==> src/shared/homing_pkg.sv <==
// Constants and types for the homing reference sequencer
package homing_pkg;
  // Widths
  localparam int POS_W_DEF = 32;
  localparam int TYPE_W = 6;
  // Homing type codes (two's complement)
  localparam logic [5:0] TYPE_01 = 6'h01;
  localparam logic [5:0] TYPE_02 = 6'h02;
  localparam logic [5:0] TYPE_03 = 6'h03;
  localparam logic [5:0] TYPE_04 = 6'h04;
  localparam logic [5:0] TYPE_05 = 6'h05;
  localparam logic [5:0] TYPE_06 = 6'h06;
  localparam logic [5:0] TYPE_07 = 6'h07;
  localparam logic [5:0] TYPE_08 = 6'h08;
  localparam logic [5:0] TYPE_09 = 6'h09;
  localparam logic [5:0] TYPE_10 = 6'h0a;
  localparam logic [5:0] TYPE_NO_REF = 6'h3c;
  localparam logic [5:0] TYPE_POS_RESET = 6'h3b;
  // Edge events steering the plan
  localparam logic [2:0] EV_NONE = 3'h0;
  localparam logic [2:0] EV_CAM_RISE = 3'h1;
  localparam logic [2:0] EV_CAM_FALL = 3'h2;
  localparam logic [2:0] EV_LN_RISE = 3'h3;
  localparam logic [2:0] EV_LN_FALL = 3'h4;
  localparam logic [2:0] EV_LP_RISE = 3'h5;
  localparam logic [2:0] EV_LP_FALL = 3'h6;
  // Plan word layout: {dir, gate, rev[2:0], arm[2:0]}
  localparam int PL_DIR = 7;
  localparam int PL_GATE = 6;
  localparam int PL_REV_LO = 3;
  localparam int PL_ARM_LO = 0;
  localparam logic DIR_POS = 1'b1;
  localparam logic DIR_NEG = 1'b0;
  localparam logic [7:0] PLAN_RESET = 8'h00;
  // Sequencer states
  typedef enum logic [1:0] {
    ST_IDLE = 2'b00,
    ST_SEEK = 2'b01,
    ST_ARM = 2'b10,
    ST_ZERO = 2'b11
  } home_state_e;
endpackage

==> src/hdl/homing_reference_sequencer.sv <==
// Homing sequencer: limit switches, cam and zero pulse referencing
`timescale 1ns/10ps
`default_nettype none
// Notes on behaviour
// RL1: Type 1 runs negative, reverses on negative limit, zero after its fall.
// RL2: Type 2 runs positive, reverses on positive limit, zero after its fall.
// RL3: Type 3, cam off: run positive, reverse on cam, zero after cam fall.
// RL4: Type 4, cam off: run positive, zero after cam rise.
// RL5: Type 3, cam on: run negative, zero after cam goes inactive.
// RL6: Type 4, cam on: run negative, reverse on cam fall, zero after rise.
// RL7: Type 5, cam on: run positive, zero after cam fall.
// RL8: Type 6, cam on: run positive, reverse on cam fall, zero after rise.
// RL9: Type 5, cam off: run negative, reverse on cam, zero after fall.
// RL10: Type 6, cam off: run negative, zero after cam rise.
// RL11: Type 7, cam off: run positive, reverse on cam, zero after fall.
// RL12: Type 8, cam off: run positive, zero is first pulse with cam active.
// RL13: Types 9 and 10 from cam off run positive past the cam.
// RL14: Type 7, cam on: run negative, zero after cam fall.
// RL15: Type 8, cam on: run negative, reverse on cam fall, zero after rise.
// RL16: Type 9 beyond cam: reverse once cam inactive, zero after rise.
// RL17: Type 10 beyond cam: zero after cam fall.
// RL18: Types 7 to 10 reverse when positive limit becomes active; the code turns only in ST_SEEK or ST_ARM, not in ST_ZERO.
// RL19: After that reversal, type 7 zeroes after passing the cam.
// RL20: No-referencing mode adds offset at first power stage enable.
// RL21: Position-reset mode clears position, then adds the offset.
// RL22: Position corrections are one step, never a ramp.
// RL23: On zero capture stop, load offset, flag referencing complete.
module homing_reference_sequencer #(
  parameter int POS_W = homing_pkg::POS_W_DEF
) (
  input wire logic core_clk,
  input wire logic resetn,
  input wire logic start,
  input wire logic [homing_pkg::TYPE_W-1:0] homing_type,
  input wire logic power_on,
  input wire logic cam,
  input wire logic limit_neg,
  input wire logic limit_pos,
  input wire logic zero_pulse,
  input wire logic [POS_W-1:0] actual_pos,
  input wire logic [POS_W-1:0] zero_offset,
  output logic move_pos,
  output logic move_neg,
  output logic busy,
  output logic ref_done,
  output logic pos_load,
  output logic [POS_W-1:0] pos_value
);
  import homing_pkg::*;

  // ----------------------------------------
  // Plan table
  // ----------------------------------------
  // Start plan per type, cam level and limit reversal
  function automatic logic [7:0] plan_of(
    input logic [5:0] t,
    input logic c,
    input logic l
  );
    plan_of = PLAN_RESET;
    case (t)
      // RL1 negative limit seek
      TYPE_01: plan_of = {DIR_NEG, 1'b0, EV_LN_RISE, EV_LN_FALL};
      // RL2 positive limit seek
      TYPE_02: plan_of = {DIR_POS, 1'b0, EV_LP_RISE, EV_LP_FALL};
      // RL3 RL5 cam level picks way
      TYPE_03: plan_of = c ? {DIR_NEG, 1'b0, EV_NONE, EV_CAM_FALL}
        : {DIR_POS, 1'b0, EV_CAM_RISE, EV_CAM_FALL};
      // RL4 RL6 cam level picks way
      TYPE_04: plan_of = c ? {DIR_NEG, 1'b0, EV_CAM_FALL, EV_CAM_RISE}
        : {DIR_POS, 1'b0, EV_NONE, EV_CAM_RISE};
      // RL7 RL9 cam level picks way
      TYPE_05: plan_of = c ? {DIR_POS, 1'b0, EV_NONE, EV_CAM_FALL}
        : {DIR_NEG, 1'b0, EV_CAM_RISE, EV_CAM_FALL};
      // RL8 RL10 cam level picks way
      TYPE_06: plan_of = c ? {DIR_POS, 1'b0, EV_CAM_FALL, EV_CAM_RISE}
        : {DIR_NEG, 1'b0, EV_NONE, EV_CAM_RISE};
      // RL11 RL14 RL19 limit turn and cam-on share a plan
      TYPE_07: plan_of = (l || c) ? {DIR_NEG, 1'b0, EV_NONE, EV_CAM_FALL}
        : {DIR_POS, 1'b0, EV_CAM_RISE, EV_CAM_FALL};
      // RL12 RL15 gated pulse or reverse
      TYPE_08: plan_of = (l || c) ? {DIR_NEG, 1'b0, EV_CAM_FALL, EV_CAM_RISE}
        : {DIR_POS, 1'b1, EV_NONE, EV_CAM_RISE};
      // RL13 RL16 pass cam, come back; cam level does not matter
      TYPE_09: plan_of = l ? {DIR_NEG, 1'b1, EV_NONE, EV_CAM_RISE}
        : {DIR_POS, 1'b0, EV_CAM_FALL, EV_CAM_RISE};
      // RL13 RL17 pass cam, next pulse
      TYPE_10: plan_of = l ? {DIR_NEG, 1'b0, EV_CAM_RISE, EV_CAM_FALL}
        : {DIR_POS, 1'b0, EV_NONE, EV_CAM_FALL};
      default: plan_of = PLAN_RESET;
    endcase
  endfunction

  // ----------------------------------------
  // Input edges
  // ----------------------------------------
  logic cam_q;
  logic lneg_q;
  logic lpos_q;
  logic pwr_q;
  logic pwr_seen;

  // Previous levels; inputs are already synchronous
  always_ff @(posedge core_clk or negedge resetn) begin
    if (!resetn) begin
      cam_q <= 1'b0;
      lneg_q <= 1'b0;
      lpos_q <= 1'b0;
      pwr_q <= 1'b0;
    end else begin
      cam_q <= cam;
      lneg_q <= limit_neg;
      lpos_q <= limit_pos;
      pwr_q <= power_on;
    end
  end

  // True when the named edge happens this cycle
  function automatic logic ev_hit(input logic [2:0] ev);
    case (ev)
      EV_CAM_RISE: ev_hit = cam && !cam_q;
      EV_CAM_FALL: ev_hit = !cam && cam_q;
      EV_LN_RISE: ev_hit = limit_neg && !lneg_q;
      EV_LN_FALL: ev_hit = !limit_neg && lneg_q;
      EV_LP_RISE: ev_hit = limit_pos && !lpos_q;
      EV_LP_FALL: ev_hit = !limit_pos && lpos_q;
      default: ev_hit = 1'b0;
    endcase
  endfunction

  // ----------------------------------------
  // Sequencer
  // ----------------------------------------
  home_state_e state;
  logic [7:0] plan;
  logic [5:0] cfg_type;
  logic [7:0] start_plan;
  logic [7:0] lim_plan;
  logic [2:0] rev_ev;
  logic [2:0] arm_ev;
  logic is_homing;
  logic cam_type;
  logic accept;
  logic lp_turn;
  logic capture;

  assign start_plan = plan_of(homing_type, cam, 1'b0);
  assign lim_plan = plan_of(cfg_type, 1'b0, 1'b1);
  assign rev_ev = plan[PL_REV_LO +: 3];
  assign arm_ev = plan[PL_ARM_LO +: 3];
  assign is_homing = homing_type >= TYPE_01 && homing_type <= TYPE_10;
  assign cam_type = cfg_type >= TYPE_07 && cfg_type <= TYPE_10;
  assign accept = start && state == ST_IDLE && is_homing;
  // RL18 positive limit forces a turn in ST_SEEK or ST_ARM
  assign lp_turn = cam_type && plan[PL_DIR] && limit_pos && !lpos_q
    && (state == ST_SEEK || state == ST_ARM);
  // RL12 gate lets only cam-active pulses count
  assign capture = state == ST_ZERO && zero_pulse
    && (!plan[PL_GATE] || cam);

  // Walks seek, reverse, arm and zero steps
  always_ff @(posedge core_clk or negedge resetn) begin
    if (!resetn) begin
      state <= ST_IDLE;
      plan <= PLAN_RESET;
      cfg_type <= 6'h00;
    end else begin
      case (state)
        ST_IDLE: begin
          if (accept) begin
            cfg_type <= homing_type;
            plan <= start_plan;
            if (start_plan[PL_REV_LO +: 3] == EV_NONE)
              state <= ST_ARM;
            else
              state <= ST_SEEK;
          end
        end
        ST_SEEK: begin
          if (lp_turn) begin
            // RL18 RL19 replan heading negative
            plan <= lim_plan;
            if (lim_plan[PL_REV_LO +: 3] == EV_NONE)
              state <= ST_ARM;
            else
              state <= ST_SEEK;
          end else if (ev_hit(rev_ev)) begin
            // RL1 turn round on the edge
            plan[PL_DIR] <= ~plan[PL_DIR];
            state <= ST_ARM;
          end
        end
        ST_ARM: begin
          if (lp_turn) begin
            // RL18 turn also while armed
            plan <= lim_plan;
            if (lim_plan[PL_REV_LO +: 3] == EV_NONE)
              state <= ST_ARM;
            else
              state <= ST_SEEK;
          end else if (ev_hit(arm_ev)) begin
            state <= ST_ZERO;
          end
        end
        ST_ZERO: begin
          // RL23 stop on captured pulse
          if (capture)
            state <= ST_IDLE;
        end
        default: state <= ST_IDLE;
      endcase
    end
  end

  // Motion follows state; idle means stopped
  assign busy = state != ST_IDLE;
  assign move_pos = busy && plan[PL_DIR];
  assign move_neg = busy && !plan[PL_DIR];

  // ----------------------------------------
  // Position load and status
  // ----------------------------------------
  logic nref_evt;
  logic preset_evt;

  // RL20 first power stage enable only
  assign nref_evt = power_on && !pwr_q && !pwr_seen
    && homing_type == TYPE_NO_REF;
  assign preset_evt = start && state == ST_IDLE
    && homing_type == TYPE_POS_RESET;

  // Power enable seen once; later enables do nothing
  always_ff @(posedge core_clk or negedge resetn) begin
    if (!resetn)
      pwr_seen <= 1'b0;
    else if (power_on && !pwr_q)
      pwr_seen <= 1'b1;
  end

  // RL22 one-cycle step load, no ramp
  always_ff @(posedge core_clk or negedge resetn) begin
    if (!resetn) begin
      pos_load <= 1'b0;
      pos_value <= '0;
    end else begin
      pos_load <= capture || nref_evt || preset_evt;
      if (capture)
        // RL23 offset becomes position
        pos_value <= zero_offset;
      else if (nref_evt)
        // RL20 offset added to position
        pos_value <= actual_pos + zero_offset;
      else if (preset_evt)
        // RL21 zero then add offset
        pos_value <= zero_offset;
    end
  end

  // Complete flag held until a new homing run
  always_ff @(posedge core_clk or negedge resetn) begin
    if (!resetn)
      ref_done <= 1'b0;
    else if (capture || nref_evt || preset_evt)
      ref_done <= 1'b1;
    else if (accept)
      ref_done <= 1'b0;
  end
endmodule
`default_nettype wire

==> config.mk <==
export PLATFORM = sky130hd
export DESIGN_NAME = homing_reference_sequencer
export DESIGN_NICKNAME = d
export VERILOG_FILES = /design/src/shared/homing_pkg.sv /design/src/hdl/homing_reference_sequencer.sv
export SDC_FILE = /design/constraint.sdc
export NUM_CORES = 1
export LEC_CHECK = 0
export BUFFER_PORTS_ARGS = -buffer_cell sky130_fd_sc_hd__buf_2
export CORE_UTILIZATION = 40
export DETAILED_ROUTE_END_ITERATION = 10
export PLACE_DENSITY = 0.71
export SYNTH_ARGS = -nofsm -noshare
export SYNTH_HDL_FRONTEND = slang
export SYNTH_SLANG_ARGS = --single-unit
==> constraint.sdc <==
create_clock -name core_clk -period 4.7 [get_ports core_clk]
set_clock_uncertainty 0.1 [all_clocks]
set_input_delay 0.235 -clock core_clk [delete_from_list [all_inputs] [get_ports core_clk]]
set_output_delay 0.235 -clock core_clk [all_outputs]
set_load 0.03 [all_outputs]
### Word level (Yosys, flattened, before mapping)

Memory sizes are Yosys's and may differ from the RTL's.
Cells that the tools add are included.

* $add $sub $neg: 1
* $lt $le $gt $ge: 4
* equality and inequality tests: 33
* mux-type cells: 33
* bitwise gates (word level): 1
* reduce and logical (&&, ||, !) cells: 49

Operator list (number)
* 32-bit two-way mux: 3
* 8-bit case mux with 9 select lines: 1
* 8-bit two-way mux: 8
* 32-bit adder: 1
* 6-bit by 3-bit == test with 1-bit output, second input constant: 4
* 8-bit case mux with 3 select lines: 1
* 1-bit logical AND: 22
* 3-bit == test, second input constant: 6
* 6-bit by 4-bit == test with 1-bit output, second input constant: 3
* 2-bit two-way mux: 8
* 3-bit by 2-bit == test with 1-bit output, second input constant: 4
* 6-bit by 2-bit == test with 1-bit output, second input constant: 2
* 6-bit == test, second input constant: 2
* 6-bit by 4-bit <= comparator with 1-bit output, second input constant: 2
* 1-bit case mux with 6 select lines: 2
* 4-bit AND reduction: 3
* 1-bit zero test: 10
* 1-bit two-way mux: 8
* 2-bit != test, second input constant: 4
* 2-bit case mux with 4 select lines: 1
* 7-bit two-way mux: 1
* 3-bit by 1-bit == test with 1-bit output, second input constant: 2
* 6-bit by 1-bit == test with 1-bit output, second input constant: 1
* 6-bit by 1-bit >= comparator with 1-bit output, second input constant: 1
* 12 further kinds: 21

* register bits: 55
* bits in read-only memories: 128
* input bits: 78
* word-level logic and storage cells: 134
* memories kept: 1

Memory list
* (no name shown): words 16, width 8, rd ports 1, clocked after Yosys merged registers in 0, write ports 0, line homing_reference_sequencer.sv:61 `case (t)`

### Longest topological paths before layout

* depth after elaboration: 11
* gate-level depth with buffers: 13
* gate-level depth less buffers: 13

### Least setup slack after synthesis

Ideal clock, no wire load.

* kind: input port to flip-flop
* start: in actual_pos[0]
* end: reg pos_value[30]
* arrival time: 2769 ps
* required time: 4481 ps
* path slack: 1712 ps
* stages on the path: 13
* path buffers: 0
* cell sequence: ha_1 -> fa_1 -> a21o_1 -> a21oi_2 -> o21ai_2 -> o2bb2ai_2 -> or4b_4 -> a31oi_4 -> o21ai_2 -> a221oi_2 -> xor2_1 -> o21ai_1 -> o21a_1

* word-level cells in the longest chain between the ends: 3

RTL lines
* start, declared: line homing_reference_sequencer.sv:40 `input wire logic [POS_W-1:0] actual_pos,`
* 32-bit adder: line homing_reference_sequencer.sv:252 `pos_value <= actual_pos + zero_offset;`
* 32-bit two-way mux: line homing_reference_sequencer.sv:250 `else if (nref_evt)`
* 32-bit two-way mux: line homing_reference_sequencer.sv:247 `if (capture)`
* end signal, assigned: line homing_reference_sequencer.sv:249 `pos_value <= zero_offset;`
* end signal, assigned: line homing_reference_sequencer.sv:252
* end signal, assigned: line homing_reference_sequencer.sv:255 `pos_value <= zero_offset;`
* end, declared: line homing_reference_sequencer.sv:47 `output logic [POS_W-1:0] pos_value`

No other way between the ends.
A chain may end at the register's enable or synchronous reset.

### Worst setup path in the final report

Same ends and word-level chain as after synthesis.

==> impl_metrics.json <==
{
  "vias": 4380,
  "ys_async_sr_fraction": 1.00,
  "setup_violations": 0,
  "regArea_um2": 1380,
  "ys_ff_latch": 55,
  "relSlewSlack": 0.354,
  "fp-row-count": 38,
  "max_freq_mhz": 330,
  "drtPass1Iterations": 5,
  "leakage_nw": 2.60,
  "synth_cell_type_count": 62,
  "synthXorXnorAreaFrac": 0.0522,
  "regToRegStartpoint": "state[0]$_DFFE_PN0P_",
  "fin_area_um2": 5360,
  "viasPerCell": 5.52,
  "dieArea_um2": 11800,
  "antenna_found_initial": 0,
  "crit_path_start_kind": "input port",
  "synth-edff-count": 0,
  "drt-initial-drc-count": 222,
  "critPathCaptureType": "register",
  "p_sw_mw": 1.22,
  "ir_worst_vdd_mv": 0.246,
  "htreeDepth": 2,
  "cts_setup_buffers": 0,
  "ant_nets": 0,
  "worstSetupPathType": "input port to register",
  "fp.dieH_um": 108,
  "yosys.cell_count.top_type": "a21oi_1",
  "synthTopCellsByArea": "dfrtp_1 30%, ha_1 11%, a21oi_1 7.7%",
  "dpl-instance-area_um2": 5180,
  "place_hpwl_um": 9210,
  "hold_class": "input port to asynchronous set/reset pin",
  "synthTopCellsByCount": "70 x a21oi_1, 57 x nand2_1, 55 x dfrtp_1",
  "finalCriticalPeriod_ns": 3.03,
  "root_buffer": "clkbuf_16",
  "cts_buffers": 5,
  "failed_checks": "hold timing",
  "r2r_end": "pos_value[31]$_DFFE_PN0P_",
  "drv_cap": 0,
  "powerDensity_nw_per_um2": 477,
  "clk_latency_ns": 0.31,
  "syn-num-nets": 667,
  "grt_pass1_vias": 4231,
  "ys_seq_area_frac": 0.304,
  "core_um2": 10900,
  "cts_tree": "yes",
  "drv_slew": 0,
  "layout_worst_path_cycle_share": 0.646,
  "synth_top_area_cell": "dfrtp_1",
  "io_pins": 115,
  "remaining_drc_errors": 0,
  "clk_path_buf_depth": 2,
  "final_nets": 771,
  "grt_setup_unrepaired": "no",
  "grt_max_degree": 64,
  "clkTransAtPathRegs_ns": 0.08,
  "antennaDiodeCount": 0,
  "status": "finished, violations left",
  "drt-total-wl_um": 12200,
  "r2r_slack_ns": 1.71,
  "synth_area_um2": 4530,
  "setup_tns_ns": 0,
  "worstPathArrival_ns": 3.15,
  "grt_usage": 0.215,
  "cts.sinks": 55,
  "num-fill-cells": 1106,
  "swShare": 0.477,
  "cp_max_fo": 3,
  "synth_ff_type": "dfrtp_1",
  "synth_top_family_by_area": "compound AO/OA/AOI/OAI gates",
  "yosys-mux-area-fraction": 0.00911,
  "port_buffers": 114,
  "comb_power_share": 0.528,
  "netlist.area_leader.share": 0.304,
  "post_drt_wl_per_cell_um": 15.4,
  "gr-total-overflow": 0,
  "holdWs_ns": -0.0440,
  "grt_pass1_wl_um": 19900,
  "drive_gt1_frac": 0.225,
  "synth_compound_area_frac": 0.287,
  "internal-power_mw": 1.34,
  "power_frac_seq": 0.317,
  "synth.avg_cell_area_um2": 8.27,
  "cts_resized": 0,
  "pwr-share-clk": 0.155,
  "hold_viol": 35,
  "synthAdderAreaFrac": 0.115,
  "fp.dieW_um": 108,
  "yosysWarnings": 0,
  "multiInputGateArea_um2": 2950,
  "reg2regPathDepth": 10,
  "area_growth_pct": 18.1,
  "gp_congestion": 0.906,
  "yosys.area_share.simple": 0.188,
  "syn-instance-count": 548,
  "initial_utilization": 0.415,
  "cp_data_required_time_ns": 4.81,
  "worstMarginPinSlew_ns": 0.970
}
[metrics by stage]
step                std cells  total power, mW  utilization  worst slack, ns
floorplan                 548             1.78            -             1.71
global placement          782             2.12        0.474             1.44
detailed placement        782             2.16        0.474             1.36
CTS                       793             2.58        0.490             1.67
global route              793             2.74        0.490             1.50
finish                    793             2.55        0.490             1.67
[layout make-up]
type                            count  share of cell area
Multi-Input combinational cell    448               0.551
Clock buffer                        6              0.0241
Tap cell                          140              0.0327
Clock inverter                      2             0.00304
Inverter                           22              0.0154
Timing Repair Buffer              120               0.116
Sequential cell                    55               0.257
[kinds of logic (layout without fill, tap and decap cells)]
group,count (synthesis),count (layout)
AOI/OAI and AO/OA,202,202
and+or+nand+nor,174,174
DFF,55,55
buffers and inverters,45,150
adders and majority gates,41,41
xor gates and xnor gates,27,27
muxes,4,4
[timing repair]
action / CTS / global route
hold buffers: 3 / 0
hold endpoints to repair: 3 / 0
endpoints found under the setup margin: 0 / 0
[worst max-delay path, stage by stage]
cell       delay, ns
buf_2           0.10
ha_1            0.21
fa_1            0.41
a21o_1          0.22
a21oi_2         0.22
o21ai_2         0.09
o2bb2ai_2       0.16
or4b_4          0.55
a31oi_4         0.22
o21ai_2         0.10
a221oi_2        0.25
xor2_1          0.18
o21ai_1         0.08
o21a_1          0.13
[state kept, by name (all words and copies together), names as in the netlist]
| name | cells |
|---|---|
| cfg_type | 6 |
| pos_load | 1 |
| lpos_q | 1 |
| pwr_q | 1 |
| plan | 8 |
| cam_q | 1 |
| state | 2 |
| pwr_seen | 1 |
| lneg_q | 1 |
| ref_done | 1 |
| pos_value | 32 |
[worst max path at each step]
stage | from | end | slack (ns) | cells past startpoint
final | actual_pos[0] | pos_value[30]$_DFFE_PN0P_ | 1.67 | 14
after CTS | state[0]$_DFFE_PN0P_ | pos_value[31]$_DFFE_PN0P_ | 1.67 | 10
after detailed placement | actual_pos[0] | pos_value[30]$_DFFE_PN0P_ | 1.36 | 14
after global placement | actual_pos[0] | pos_value[30]$_DFFE_PN0P_ | 1.44 | 14
after floorplan | actual_pos[0] | pos_value[30]$_DFFE_PN0P_ | 1.71 | 13
after global routing | state[0]$_DFFE_PN0P_ | pos_value[31]$_DFFE_PN0P_ | 1.50 | 10
[cell usage in the layout (no fill, tap or decap), types with 5 or more instances in the layout]
master,n
o21bai_1,5
nor2b_1,5
o21ai_0,50
nand2b_1,9
xnor2_1,14
nand3_1,11
nor3_1,6
a31oi_1,10
nand4_1,5
ha_1,40
nand2_1,57
and3_1,7
nor2_1,49
buf_2,114
dfrtp_1,55
nor3b_1,5
a21o_1,16
a21oi_1,70
clkbuf_16,5
xor2_1,13
o211ai_1,5
inv_1,22
[per-layer routing]
metal,vias to the layer above,wire [µm],track usage
met5,-,0,0
met1,2042,5050,0.247
li1,2190,-,-
met3,12,916,0.0645
met4,0,162,0.0598
met2,136,6080,0.382
[power groups by stage]
stage | clock network [mW] | logic, mW | registers [mW]
4_1_cts | 0.415 | 1.35 | 0.810
5_1_grt | 0.424 | 1.48 | 0.839
6_report | 0.396 | 1.35 | 0.810
2_1_floorplan | 0 | 0.732 | 1.05
3_5_place_dp | 0 | 1.34 | 0.817
3_3_place_gp | 0 | 1.32 | 0.808
(Power assumes the default switching activity.)
